File: src/verilog/ccu_pkg.sv
package ccu_pkg;
   // array and counter sizes
   localparam int NUM_CH = 16;
   localparam int TIMER_W = 16;
   localparam int NUM_TIMERS = 2;
   localparam int PRE_W = 6;
   localparam int STG_W = 3;
   localparam int CHMODE_W = 7;

   // register byte offsets
   localparam logic [7:0] ADR_TCTRL = 8'h00;
   localparam logic [7:0] ADR_TCNT0 = 8'h04;
   localparam logic [7:0] ADR_TREL0 = 8'h08;
   localparam logic [7:0] ADR_TSTRIDE = 8'h08;
   localparam logic [7:0] ADR_IRQ = 8'h14;
   localparam logic [7:0] ADR_STAT = 8'h18;
   localparam logic [7:0] ADR_CHMODE = 8'h40;
   localparam logic [7:0] ADR_CHVAL = 8'h80;

   // timer control fields, timer t uses bits t*TCTRL_STRIDE upward
   localparam int TCTRL_STRIDE = 8;
   localparam int TCTRL_SEL_W = 3;
   localparam int TCTRL_RUN_BIT = 3;
   localparam int TCTRL_STAGGER_BIT = 16;
   localparam logic [31:0] TCTRL_MASK = 32'h0001_0F0F;
   localparam logic [31:0] TCTRL_RESET = 32'h0000_0000;

   // channel mode fields
   localparam int CH_MODE_LSB = 0;
   localparam int CH_RISE_BIT = 3;
   localparam int CH_FALL_BIT = 4;
   localparam int CH_TSEL_BIT = 5;
   localparam int CH_ONESHOT_BIT = 6;
   localparam logic [CHMODE_W-1:0] CHMODE_RESET = 7'h00;
   localparam logic [TIMER_W-1:0] CHVAL_RESET = 16'h0000;
   localparam logic [TIMER_W-1:0] TIMER_RESET = 16'h0000;

   // timer clock sources
   typedef enum logic [TCTRL_SEL_W-1:0] {
      CLK_DIV1, CLK_DIV4, CLK_DIV16, CLK_DIV64, CLK_GP6, CLK_EXT
   } ccu_clksel_type;

   // channel operating modes
   typedef enum logic [2:0] {
      MODE_OFF, MODE_CAP, MODE_CMP0, MODE_CMP1, MODE_CMP2, MODE_CMP3, MODE_DBL
   } ccu_mode_type;
endpackage

File: src/verilog/ccu_tb_if.sv
`timescale 1ns/1ps
interface ccu_tb_if;
   logic tick;
   logic run;
   logic wr_cnt;
   logic wr_rel;
   logic [ccu_pkg::TIMER_W-1:0] wdata;
   logic [ccu_pkg::TIMER_W-1:0] cnt;
   logic [ccu_pkg::TIMER_W-1:0] rel;
   logic upd;
   logic ovf;

   modport timer (input tick, run, wr_cnt, wr_rel, wdata, output cnt, rel, upd, ovf);
   modport user (output tick, run, wr_cnt, wr_rel, wdata, input cnt, rel, upd, ovf);
endinterface

File: src/verilog/ccu_capcom.sv
`timescale 1ns/1ps
// Contract
// sixteen channels; one-cycle resolution, eight cycles when staggered operation selected
// two independent 16-bit time-base timers, each with its own reload register
// timer clock: prescaled system clock or overflow pulses of external timer six
// an external count input can advance a timer for event-relative scheduling
// sixteen channel registers, each assignable to either timer, capture or compare
// each channel owns one pin: capture trigger input, compare event output
// capture copies the assigned timer count into the channel register on qualifying edge
// each capture raises that channel's own interrupt request
// capture edge per channel: rising, falling, or both
// compare channels match against assigned timer on every count, then act per mode
// compare mode 0: interrupt only, pin untouched, several per period
// compare mode 1: pin toggles on every match, several per period
// compare mode 2: interrupt only, at most one per timer period
// compare mode 3: match drives pin high, timer overflow low, one per period
// paired mode: two registers toggle one shared pin, several events per period
// one-shot option with any compare mode gives a single edge or pulse
// on overflow a timer loads its reload register and counts on from it
// every compare event sets that channel's interrupt request flag
module ccu_capcom (
   input wire logic clk_i,
   input wire logic rst_i,
   input wire logic ce_i,
   input wire logic wb_cyc_i,
   input wire logic wb_stb_i,
   input wire logic wb_we_i,
   input wire logic [7:0] wb_adr_i,
   input wire logic [3:0] wb_sel_i,
   input wire logic [31:0] wb_dat_i,
   output logic [31:0] wb_dat_o,
   output logic wb_ack_o,
   input wire logic [ccu_pkg::NUM_CH-1:0] cc_pin_i,
   output logic [ccu_pkg::NUM_CH-1:0] cc_pin_o,
   output logic [ccu_pkg::NUM_CH-1:0] cc_pin_oe_o,
   input wire logic ext_count_i,
   input wire logic gp6_ovf_i,
   output logic [ccu_pkg::NUM_CH-1:0] irq_o
);
   localparam int N = ccu_pkg::NUM_CH;
   localparam int TW = ccu_pkg::TIMER_W;

   ////////////////////////////////////////////////////////////////////////////
   // helpers

   // byte-lane merge of a bus write into an existing word
   function automatic logic [31:0] ccu_merge(input logic [31:0] old, input logic [31:0] wd,
                                            input logic [3:0] sel);
      logic [31:0] res;
      res = old;
      for (int b = 0; b < 4; b++) begin
         if (sel[b]) begin
            res[b*8 +: 8] = wd[b*8 +: 8];
         end
      end
      return res;
   endfunction

   // word address equality, low two address bits ignored
   function automatic logic ccu_word(input logic [7:0] adr, input logic [7:0] base);
      return adr[7:2] == base[7:2];
   endfunction

   // channel pages are 64 bytes; the top two address bits select the page
   function automatic logic ccu_in_page(input logic [7:0] adr, input logic [7:0] base);
      return adr[7:6] == base[7:6];
   endfunction

   // prescaled tick: divide by four to the power of the select value
   function automatic logic ccu_pre_tick(input logic [1:0] sel,
                                         input logic [ccu_pkg::PRE_W-1:0] pre);
      logic [ccu_pkg::PRE_W-1:0] mask;
      mask = '0;
      for (int k = 0; k < ccu_pkg::PRE_W; k++) begin
         if (k < 2 * int'(sel)) begin
            mask[k] = 1'b1;
         end
      end
      return (pre & mask) == mask;
   endfunction

   ////////////////////////////////////////////////////////////////////////////
   // bus, control, prescaler and input synchronisers

   logic ack_reg, ack_next;
   logic [31:0] rdat_reg, rdat_next;
   logic [31:0] tctrl_reg, tctrl_next;
   logic [ccu_pkg::PRE_W-1:0] pre_reg, pre_next;
   logic [ccu_pkg::STG_W-1:0] stg_reg, stg_next;
   logic [N-1:0] pin_s1_reg, pin_s2_reg, pin_s3_reg;
   logic [N-1:0] pin_s1_next, pin_s2_next, pin_s3_next;
   logic [2:0] ext_sh_reg, ext_sh_next;

   logic bus_req, wr_stb, base_tick, ext_rise;
   logic [N-1:0] irq_clr, flags, dbl_hit, dbl_sel;
   logic [31:0] rd;
   logic [TW-1:0] tcnt [ccu_pkg::NUM_TIMERS];
   logic [TW-1:0] trel [ccu_pkg::NUM_TIMERS];
   logic [ccu_pkg::NUM_TIMERS-1:0] tupd, tovf;
   logic [ccu_pkg::CHMODE_W-1:0] ch_mode [N];
   logic [TW-1:0] ch_val [N];

   // a request is taken once; ack follows one cycle later and drops the cycle after
   assign bus_req = wb_cyc_i & wb_stb_i & ~ack_reg;
   assign wr_stb = bus_req & wb_we_i;

   // staggered operation slows the base tick to one in eight cycles
   assign base_tick = ~tctrl_reg[ccu_pkg::TCTRL_STAGGER_BIT] | (&stg_reg);
   assign ext_rise = ext_sh_reg[1] & ~ext_sh_reg[2];

   // write-one-to-clear for the request flags, honouring byte lanes
   assign irq_clr = (wr_stb && ccu_word(wb_adr_i, ccu_pkg::ADR_IRQ)) ?
                    (wb_dat_i[N-1:0] & {{8{wb_sel_i[1]}}, {8{wb_sel_i[0]}}}) : '0;

   // read mux; unmapped addresses read zero
   always_comb begin
      rd = 32'h0000_0000;
      if (ccu_word(wb_adr_i, ccu_pkg::ADR_TCTRL)) begin
         rd = tctrl_reg;
      end else if (ccu_word(wb_adr_i, ccu_pkg::ADR_IRQ)) begin
         rd = {16'h0000, flags};
      end else if (ccu_word(wb_adr_i, ccu_pkg::ADR_STAT)) begin
         rd = {16'h0000, pin_s2_reg};
      end else if (ccu_in_page(wb_adr_i, ccu_pkg::ADR_CHMODE)) begin
         rd = {25'h0000000, ch_mode[wb_adr_i[5:2]]};
      end else if (ccu_in_page(wb_adr_i, ccu_pkg::ADR_CHVAL)) begin
         rd = {16'h0000, ch_val[wb_adr_i[5:2]]};
      end else begin
         for (int t = 0; t < ccu_pkg::NUM_TIMERS; t++) begin
            if (ccu_word(wb_adr_i, ccu_pkg::ADR_TCNT0 + 8'(t * 8))) begin
               rd = {16'h0000, tcnt[t]};
            end
            if (ccu_word(wb_adr_i, ccu_pkg::ADR_TREL0 + 8'(t * 8))) begin
               rd = {16'h0000, trel[t]};
            end
         end
      end
   end

   // next values of the global group
   always_comb begin
      ack_next = bus_req;
      rdat_next = bus_req ? rd : 32'h0000_0000;
      tctrl_next = tctrl_reg;
      if (wr_stb && ccu_word(wb_adr_i, ccu_pkg::ADR_TCTRL)) begin
         tctrl_next = ccu_merge(tctrl_reg, wb_dat_i, wb_sel_i) & ccu_pkg::TCTRL_MASK;
      end
      stg_next = stg_reg + 3'h1;
      pre_next = base_tick ? pre_reg + 6'h01 : pre_reg;
      // first stage feeds only the second; edges are taken from the later stages
      pin_s1_next = cc_pin_i;
      pin_s2_next = pin_s1_reg;
      pin_s3_next = pin_s2_reg;
      ext_sh_next = {ext_sh_reg[1:0], ext_count_i};
   end

   always_ff @(posedge clk_i) begin
      if (rst_i) begin
         ack_reg <= 1'b0;
         rdat_reg <= 32'h0000_0000;
         tctrl_reg <= ccu_pkg::TCTRL_RESET;
         pre_reg <= '0;
         stg_reg <= '0;
         pin_s1_reg <= '0;
         pin_s2_reg <= '0;
         pin_s3_reg <= '0;
         ext_sh_reg <= 3'h0;
      end else if (ce_i) begin
         ack_reg <= ack_next;
         rdat_reg <= rdat_next;
         tctrl_reg <= tctrl_next;
         pre_reg <= pre_next;
         stg_reg <= stg_next;
         pin_s1_reg <= pin_s1_next;
         pin_s2_reg <= pin_s2_next;
         pin_s3_reg <= pin_s3_next;
         ext_sh_reg <= ext_sh_next;
      end
   end

   assign wb_ack_o = ack_reg;
   assign wb_dat_o = rdat_reg;

   ////////////////////////////////////////////////////////////////////////////
   // time-base timers

   for (genvar t = 0; t < ccu_pkg::NUM_TIMERS; t++) begin : g_timer
      localparam logic [7:0] CNT_ADR = ccu_pkg::ADR_TCNT0 + 8'(t * 8);
      localparam logic [7:0] REL_ADR = ccu_pkg::ADR_TREL0 + 8'(t * 8);
      ccu_tb_if tif();
      ccu_pkg::ccu_clksel_type sel;
      logic [31:0] m_cnt, m_rel;

      assign sel = ccu_pkg::ccu_clksel_type'(tctrl_reg[t*ccu_pkg::TCTRL_STRIDE +: 3]);
      assign m_cnt = ccu_merge({16'h0000, tif.cnt}, wb_dat_i, wb_sel_i);
      assign m_rel = ccu_merge({16'h0000, tif.rel}, wb_dat_i, wb_sel_i);

      // clock source selection
      always_comb begin
         case (sel)
            ccu_pkg::CLK_DIV1, ccu_pkg::CLK_DIV4, ccu_pkg::CLK_DIV16,
            ccu_pkg::CLK_DIV64: begin
               tif.tick = base_tick & ccu_pre_tick(sel[1:0], pre_reg);
            end
            ccu_pkg::CLK_GP6: begin
               tif.tick = gp6_ovf_i;
            end
            ccu_pkg::CLK_EXT: begin
               tif.tick = ext_rise;
            end
            default: begin
               tif.tick = 1'b0;
            end
         endcase
      end

      assign tif.run = tctrl_reg[t*ccu_pkg::TCTRL_STRIDE + ccu_pkg::TCTRL_RUN_BIT];
      assign tif.wr_cnt = wr_stb & ccu_word(wb_adr_i, CNT_ADR);
      assign tif.wr_rel = wr_stb & ccu_word(wb_adr_i, REL_ADR);
      assign tif.wdata = tif.wr_cnt ? m_cnt[TW-1:0] : m_rel[TW-1:0];

      ccu_timebase u_tb (
         .clk_i(clk_i),
         .rst_i(rst_i),
         .ce_i(ce_i),
         .tb(tif.timer)
      );

      assign tcnt[t] = tif.cnt;
      assign trel[t] = tif.rel;
      assign tupd[t] = tif.upd;
      assign tovf[t] = tif.ovf;
   end

   ////////////////////////////////////////////////////////////////////////////
   // channel array

   for (genvar i = 0; i < N; i++) begin : g_ch
      logic [TW-1:0] val_reg, val_next;
      logic [ccu_pkg::CHMODE_W-1:0] mode_reg, mode_next;
      logic flag_reg, flag_next, pin_reg, pin_next, oe_reg, oe_next;
      logic armed_reg, armed_next, done_reg, done_next;
      ccu_pkg::ccu_mode_type md;
      logic tsel, hit, rise, fall, cap_ev, ev, wr_m, wr_v, pair_tog, pair_own;
      logic [31:0] m_mode, m_val;

      assign md = ccu_pkg::ccu_mode_type'(mode_reg[ccu_pkg::CH_MODE_LSB +: 3]);
      assign tsel = mode_reg[ccu_pkg::CH_TSEL_BIT];
      // compare is evaluated only when the assigned timer has just counted
      assign hit = tupd[tsel] && (tcnt[tsel] == val_reg) && !done_reg;
      assign rise = pin_s2_reg[i] & ~pin_s3_reg[i];
      assign fall = ~pin_s2_reg[i] & pin_s3_reg[i];
      assign cap_ev = (md == ccu_pkg::MODE_CAP) && !done_reg &&
                      ((rise && mode_reg[ccu_pkg::CH_RISE_BIT]) ||
                       (fall && mode_reg[ccu_pkg::CH_FALL_BIT]));
      assign wr_m = wr_stb && ccu_in_page(wb_adr_i, ccu_pkg::ADR_CHMODE) &&
                    (wb_adr_i[5:2] == 4'(i));
      assign wr_v = wr_stb && ccu_in_page(wb_adr_i, ccu_pkg::ADR_CHVAL) &&
                    (wb_adr_i[5:2] == 4'(i));
      assign m_mode = ccu_merge({25'h0000000, mode_reg}, wb_dat_i, wb_sel_i);
      assign m_val = ccu_merge({16'h0000, val_reg}, wb_dat_i, wb_sel_i);

      // event qualification per mode
      always_comb begin
         case (md)
            ccu_pkg::MODE_CAP: begin
               ev = cap_ev;
            end
            ccu_pkg::MODE_CMP0, ccu_pkg::MODE_CMP1, ccu_pkg::MODE_DBL: begin
               ev = hit;
            end
            ccu_pkg::MODE_CMP2, ccu_pkg::MODE_CMP3: begin
               ev = hit & armed_reg;
            end
            default: begin
               ev = 1'b0;
            end
         endcase
      end

      assign dbl_hit[i] = ev && (md == ccu_pkg::MODE_DBL);
      assign dbl_sel[i] = (md == ccu_pkg::MODE_DBL);

      // lower half pins are shared by channel i and i+N/2 in paired mode
      if (i < N / 2) begin : g_pair
         assign pair_tog = dbl_hit[i] | dbl_hit[i + N/2];
         assign pair_own = dbl_sel[i] | dbl_sel[i + N/2];
      end else begin : g_nopair
         assign pair_tog = 1'b0;
         assign pair_own = 1'b0;
      end

      // channel next state; flag sets and captures win over bus writes, a mode write wins over done and armed
      always_comb begin
         val_next = val_reg;
         mode_next = mode_reg;
         flag_next = flag_reg;
         pin_next = pin_reg;
         armed_next = armed_reg;
         done_next = done_reg;
         if (wr_v) begin
            val_next = m_val[TW-1:0];
         end
         if (cap_ev) begin
            val_next = tcnt[tsel];
         end
         if (irq_clr[i]) begin
            flag_next = 1'b0;
         end
         if (ev) begin
            flag_next = 1'b1;
            if (mode_reg[ccu_pkg::CH_ONESHOT_BIT]) begin
               done_next = 1'b1;
            end
         end
         // once-per-period modes re-arm on the assigned timer's overflow
         if (md == ccu_pkg::MODE_CMP2 || md == ccu_pkg::MODE_CMP3) begin
            if (ev) begin
               armed_next = 1'b0;
            end else if (tovf[tsel]) begin
               armed_next = 1'b1;
            end
         end
         if (md == ccu_pkg::MODE_CMP3) begin
            if (ev) begin
               pin_next = 1'b1;
            end else if (tovf[tsel]) begin
               pin_next = 1'b0;
            end
         end else if ((md == ccu_pkg::MODE_CMP1 && ev) || pair_tog) begin
            pin_next = ~pin_reg;
         end
         // rewriting the mode restarts a one-shot channel and arms it
         if (wr_m) begin
            mode_next = m_mode[ccu_pkg::CHMODE_W-1:0];
            done_next = 1'b0;
            armed_next = 1'b1;
         end
         oe_next = (md == ccu_pkg::MODE_CMP1) || (md == ccu_pkg::MODE_CMP3) || pair_own;
      end

      always_ff @(posedge clk_i) begin
         if (rst_i) begin
            val_reg <= ccu_pkg::CHVAL_RESET;
            mode_reg <= ccu_pkg::CHMODE_RESET;
            flag_reg <= 1'b0;
            pin_reg <= 1'b0;
            oe_reg <= 1'b0;
            armed_reg <= 1'b1;
            done_reg <= 1'b0;
         end else if (ce_i) begin
            val_reg <= val_next;
            mode_reg <= mode_next;
            flag_reg <= flag_next;
            pin_reg <= pin_next;
            oe_reg <= oe_next;
            armed_reg <= armed_next;
            done_reg <= done_next;
         end
      end

      assign ch_mode[i] = mode_reg;
      assign ch_val[i] = val_reg;
      assign flags[i] = flag_reg;
      assign irq_o[i] = flag_reg;
      assign cc_pin_o[i] = pin_reg;
      assign cc_pin_oe_o[i] = oe_reg;
   end
endmodule

File: src/verilog/ccu_timebase.sv
`timescale 1ns/1ps
module ccu_timebase (
   input wire logic clk_i,
   input wire logic rst_i,
   input wire logic ce_i,
   ccu_tb_if.timer tb
);
   logic [ccu_pkg::TIMER_W-1:0] cnt_reg, cnt_next;
   logic [ccu_pkg::TIMER_W-1:0] rel_reg, rel_next;
   logic upd_reg, upd_next;
   logic ovf_reg, ovf_next;

   ////////////////////////////////////////////////////////////////////////////
   // count up on each tick, reload on wrap; a bus write to the count wins
   always_comb begin
      cnt_next = cnt_reg;
      rel_next = rel_reg;
      upd_next = 1'b0;
      ovf_next = 1'b0;
      if (tb.wr_rel) begin
         rel_next = tb.wdata;
      end
      if (tb.wr_cnt) begin
         cnt_next = tb.wdata;
      end else if (tb.run && tb.tick) begin
         upd_next = 1'b1;
         if (cnt_reg == {ccu_pkg::TIMER_W{1'b1}}) begin
            cnt_next = rel_reg;
            ovf_next = 1'b1;
         end else begin
            cnt_next = cnt_reg + 16'h0001;
         end
      end
   end

   // upd and ovf are registered with the count so users see the new value with them
   always_ff @(posedge clk_i) begin
      if (rst_i) begin
         cnt_reg <= ccu_pkg::TIMER_RESET;
         rel_reg <= ccu_pkg::TIMER_RESET;
         upd_reg <= 1'b0;
         ovf_reg <= 1'b0;
      end else if (ce_i) begin
         cnt_reg <= cnt_next;
         rel_reg <= rel_next;
         upd_reg <= upd_next;
         ovf_reg <= ovf_next;
      end
   end

   assign tb.cnt = cnt_reg;
   assign tb.rel = rel_reg;
   assign tb.upd = upd_reg;
   assign tb.ovf = ovf_reg;
endmodule
File: config.mk
export PLATFORM = sky130hd
export DESIGN_NAME = ccu_capcom
export DESIGN_NICKNAME = d
export VERILOG_FILES = /design/src/verilog/ccu_pkg.sv /design/src/verilog/ccu_tb_if.sv /design/src/verilog/ccu_capcom.sv /design/src/verilog/ccu_timebase.sv
export SDC_FILE = /design/constraint.sdc
export NUM_CORES = 2
export LEC_CHECK = 0
export BUFFER_PORTS_ARGS = -buffer_cell sky130_fd_sc_hd__buf_4
export CAP_MARGIN = 5
export CORE_MARGIN = 2
export CORE_UTILIZATION = 68
export DETAILED_ROUTE_END_ITERATION = 12
export PLACE_DENSITY_LB_ADDON = 0.2
export SLEW_MARGIN = 30
export SYNTH_ARGS = -nofsm -noshare
export SYNTH_HDL_FRONTEND = slang
export SYNTH_SLANG_ARGS = --single-unit
File: constraint.sdc
create_clock -name clk_i -period 3.5 [get_ports clk_i]
set_input_delay 0.35 -clock clk_i [delete_from_list [all_inputs] [get_ports clk_i]]
set_output_delay 0.35 -clock clk_i [all_outputs]
set_load 0.05 [all_outputs]
==> results.tsv <==
stage	metric	value	unit
status	status	complete, but fails checks	
status	violations	setup timing	
timing	rsz0062_at_grt	false	
drt	drc	0	
clocking	cts_inserted_buffers	68	
finish	drive_above_1_share	0.143	
synth	ys_seq_area_frac	0.319	
synth	synthFlopType	dfxtp_1	
drt	vias	39100	
critical_path	worstSetupPathType	reg2reg	
timing	slew_viol_final	0	
synth	synth_seq_cells	603	
synth	yosysUniqueCellTypes	71	
synth	synthCells	4657	
timing	finalSetupViolations	4	
power	p_per_area	360	nW/um^2
critical_path	crit_required	3.98	ns
synth	synth_edf_count	0	
placed_design	portBuffers	115	
global_route	grt_max_degree	199	
hold_path	whs_path_depth	3	
global_route	antenna_found_initial	18	
synth	synth_top_area_share	0.319	
global_route	grt_pass1_vias	35600	
critical_path	crit_arrival	4.04	ns
synth	avgSynthCellArea	8.13	sq um
clocking	clkLatencyLatePin	0.63	ns
clocking	clock-sinks	603	
global_route	track_usage	0.546	
timing	skew	0.0152	ns
floorplanning	core	55100	sq um
critical_path	end_kind	flip-flop	
clocking	clock_path_buffers	3	
clocking	cts_tree	yes	
critical_path	crit_chain	buf_4, mux2i_1, xnor2_1, nor4_4, nand4_1, buf_4, o21bai_1, mux2i_1, a211oi_1	
synth	synth_largest_area_cell	dfxtp_1	
finish	largest_reg_flops	256	
synth	synth_commonest_cells	785 x nor2_1, 603 x dfxtp_1, 469 x a21oi_1	
timing	holdWs	0.0472	ns
finish	final_nets	4725	
drt	drt-wirelength-per-cell	29.5	um
floorplanning	ios	149	
run	cap_violations	0	
synth	synth_most_common_cell	nor2_1	
floorplanning	die_h	240	um
placed_design	hpwl	110	mm
critical_path	cpMaxStageDelayCell	nor4_4	
synth	syn_area	37900	sq um
hold_path	hp-class	in2reg	
timing	min_period	3.55	ns
timing	hold_viol	0	
floorplanning	die_area	57600	sq um
critical_path	slowest_delay	0.66	ns
floorplanning	start_util	0.687	
timing	setup_slack	-0.0545	ns
placed_design	gp_congestion	1.05	
power	p_leak	14.2	nW
drt	drt_wl_total	161	mm
clocking	clk_pin_slew	0.06	ns
timing	period_share	1.02	
critical_path	cp_max_fo	10	
timing	timing.fmax	281	MHz
drt	final_antenna_net_count	0	
drt	initialDrtViolationCount	6647	
power	power	15.3	mW
critical_path	cp-start-kind	flip-flop	
finish	utilization	0.771	
floorplanning	fp.dieW	240	um
global_route	grt_pass1_wl	231	mm
clocking	cts_max_level	3	
finish	area_delta_synth_final	12.2	%
global_route	overflow	0	
power	ir_worst_vdd	0.000438	V
floorplanning	row_count	86	
drt	drtPass1Iterations	9	
drt	viasPerCell	7.16	
clocking	root_buffer	clkbuf_16	
synth	synth.area.top_cells	dfxtp_1 32%, mux2i_1 12%, nor2_1 7.8%	
timing	worstMarginPinSlew	1.20	ns
synth	yosysWarnings	0	
timing	max_slew_margin	0.201	
critical_path	reg2reg_depth	9	
synth	async_flop_share	0	
==> timing repair <==
action | in CTS | in global routing
setup buffers | 0 | 1
pin swaps | 0 | 1
endpoints found under the hold margin | 16 | 0
resized for setup | 1 | 1
endpoints found under the setup margin | 4 | 6
hold buffers | 16 | 0
==> power breakdown <==
part	internal (mW)	leakage [nW]	switching, mW
logic	0.269	8.21	0.743
registers	6.90	4.86	0.0421
clock network	4.22	1.10	3.11
==> final timing paths <==
kind,endpoint,slack [ns],startpoint
worst min-delay path,ext_sh_reg[0],0.05,ext_count_i
worst max register to register,g_ch[9].pin_reg,-0.05,g_timer[0].u_tb.tb.cnt[0]
worst min register to register,wb_dat_o[7],0.46,wb_dat_o[7]
worst max-delay path,g_ch[9].pin_reg,-0.05,g_timer[0].u_tb.tb.cnt[0]
==> worst max-delay path, delay by kind of cell (launching register included) <==
| kind | cells | cell delay, ns |
|---|---|---|
| and+or+nand+nor | 2 | 0.82 |
| muxes | 2 | 0.70 |
| buffers and inverters | 2 | 0.51 |
| DFF | 1 | 0.50 |
| AOI/OAI and AO/OA | 2 | 0.43 |
| xor gates and xnor gates | 1 | 0.42 |
==> cell type report <==
type	instances	area, sq um
diodes	8	20.0
clock buffers	100	2010
clock inverters	19	221
fillers	4017	12600
inverters	18	67.6
multi-input cells	3544	23600
flip-flops and latches	603	12100
well taps	748	936
repair buffers	417	3550
==> cell families after synthesis <==
group | Yosys count | synth area share
AOI/OAI and AO/OA | 1091 | 0.180
and+or+nand+nor | 1558 | 0.179
muxes | 575 | 0.191
DFF | 603 | 0.319
adders and majority gates | 5 | 0.00165
xor gates and xnor gates | 300 | 0.0694
other | 1 | 0.0000991
buffers and inverters | 524 | 0.0609
==> through the flow <==
| stage | setup WS, ns | area (sq um) | TNS (ns) | cells |
|---|---|---|---|---|
| floorplan | 0.930 | 37900 | 0 | 4671 |
| global placement | -0.458 | 40000 | -1.98 | 5311 |
| detailed placement | -0.109 | 40000 | -0.284 | 5313 |
| CTS | 0.0966 | 42400 | 0 | 5448 |
| global route | 0.0459 | 42400 | 0 | 5449 |
| finish | -0.0545 | 42500 | -0.196 | 5457 |
==> per-layer routing <==
metal | wire length, um | part of all wire | track usage
met1 | 54000 | 0.34 | 0.656
met5 | 183 | 0.0011 | 0
met3 | 27900 | 0.17 | 0.234
met2 | 63400 | 0.39 | 0.765
met4 | 15600 | 0.097 | 0.423
==> placed cells by master, fill, tap and decap left out, types with 13 or more instances in the layout <==
cell type / netlist / layout
nand4_1: 30 / 30
nor4_1: 67 / 65
mux2_2: 17 / 17
nand3_1: 96 / 96
a22oi_1: 60 / 60
o211ai_1: 68 / 68
dfxtp_1: 603 / 602
and4b_1: 15 / 15
clkbuf_16: 0 / 68
xnor2_1: 255 / 255
clkbuf_8: 0 / 19
dlygate4sd3_1: 0 / 16
nand2_1: 379 / 379
or3_1: 13 / 13
o21bai_1: 15 / 15
nor2b_1: 25 / 24
mux4_2: 115 / 115
mux2i_1: 443 / 443
nor3_1: 51 / 47
o22ai_1: 23 / 23
inv_1: 18 / 18
a211oi_1: 233 / 233
clkbuf_1: 349 / 13
o21ai_0: 95 / 95
nor2_1: 785 / 785
a21oi_1: 469 / 469
conb_1: 1 / 15
nand2b_1: 38 / 38
a31oi_1: 35 / 35
buf_4: 73 / 368
buf_12: 0 / 29
xor2_1: 45 / 45
Note: power is estimated with default switching activity, not from simulation.
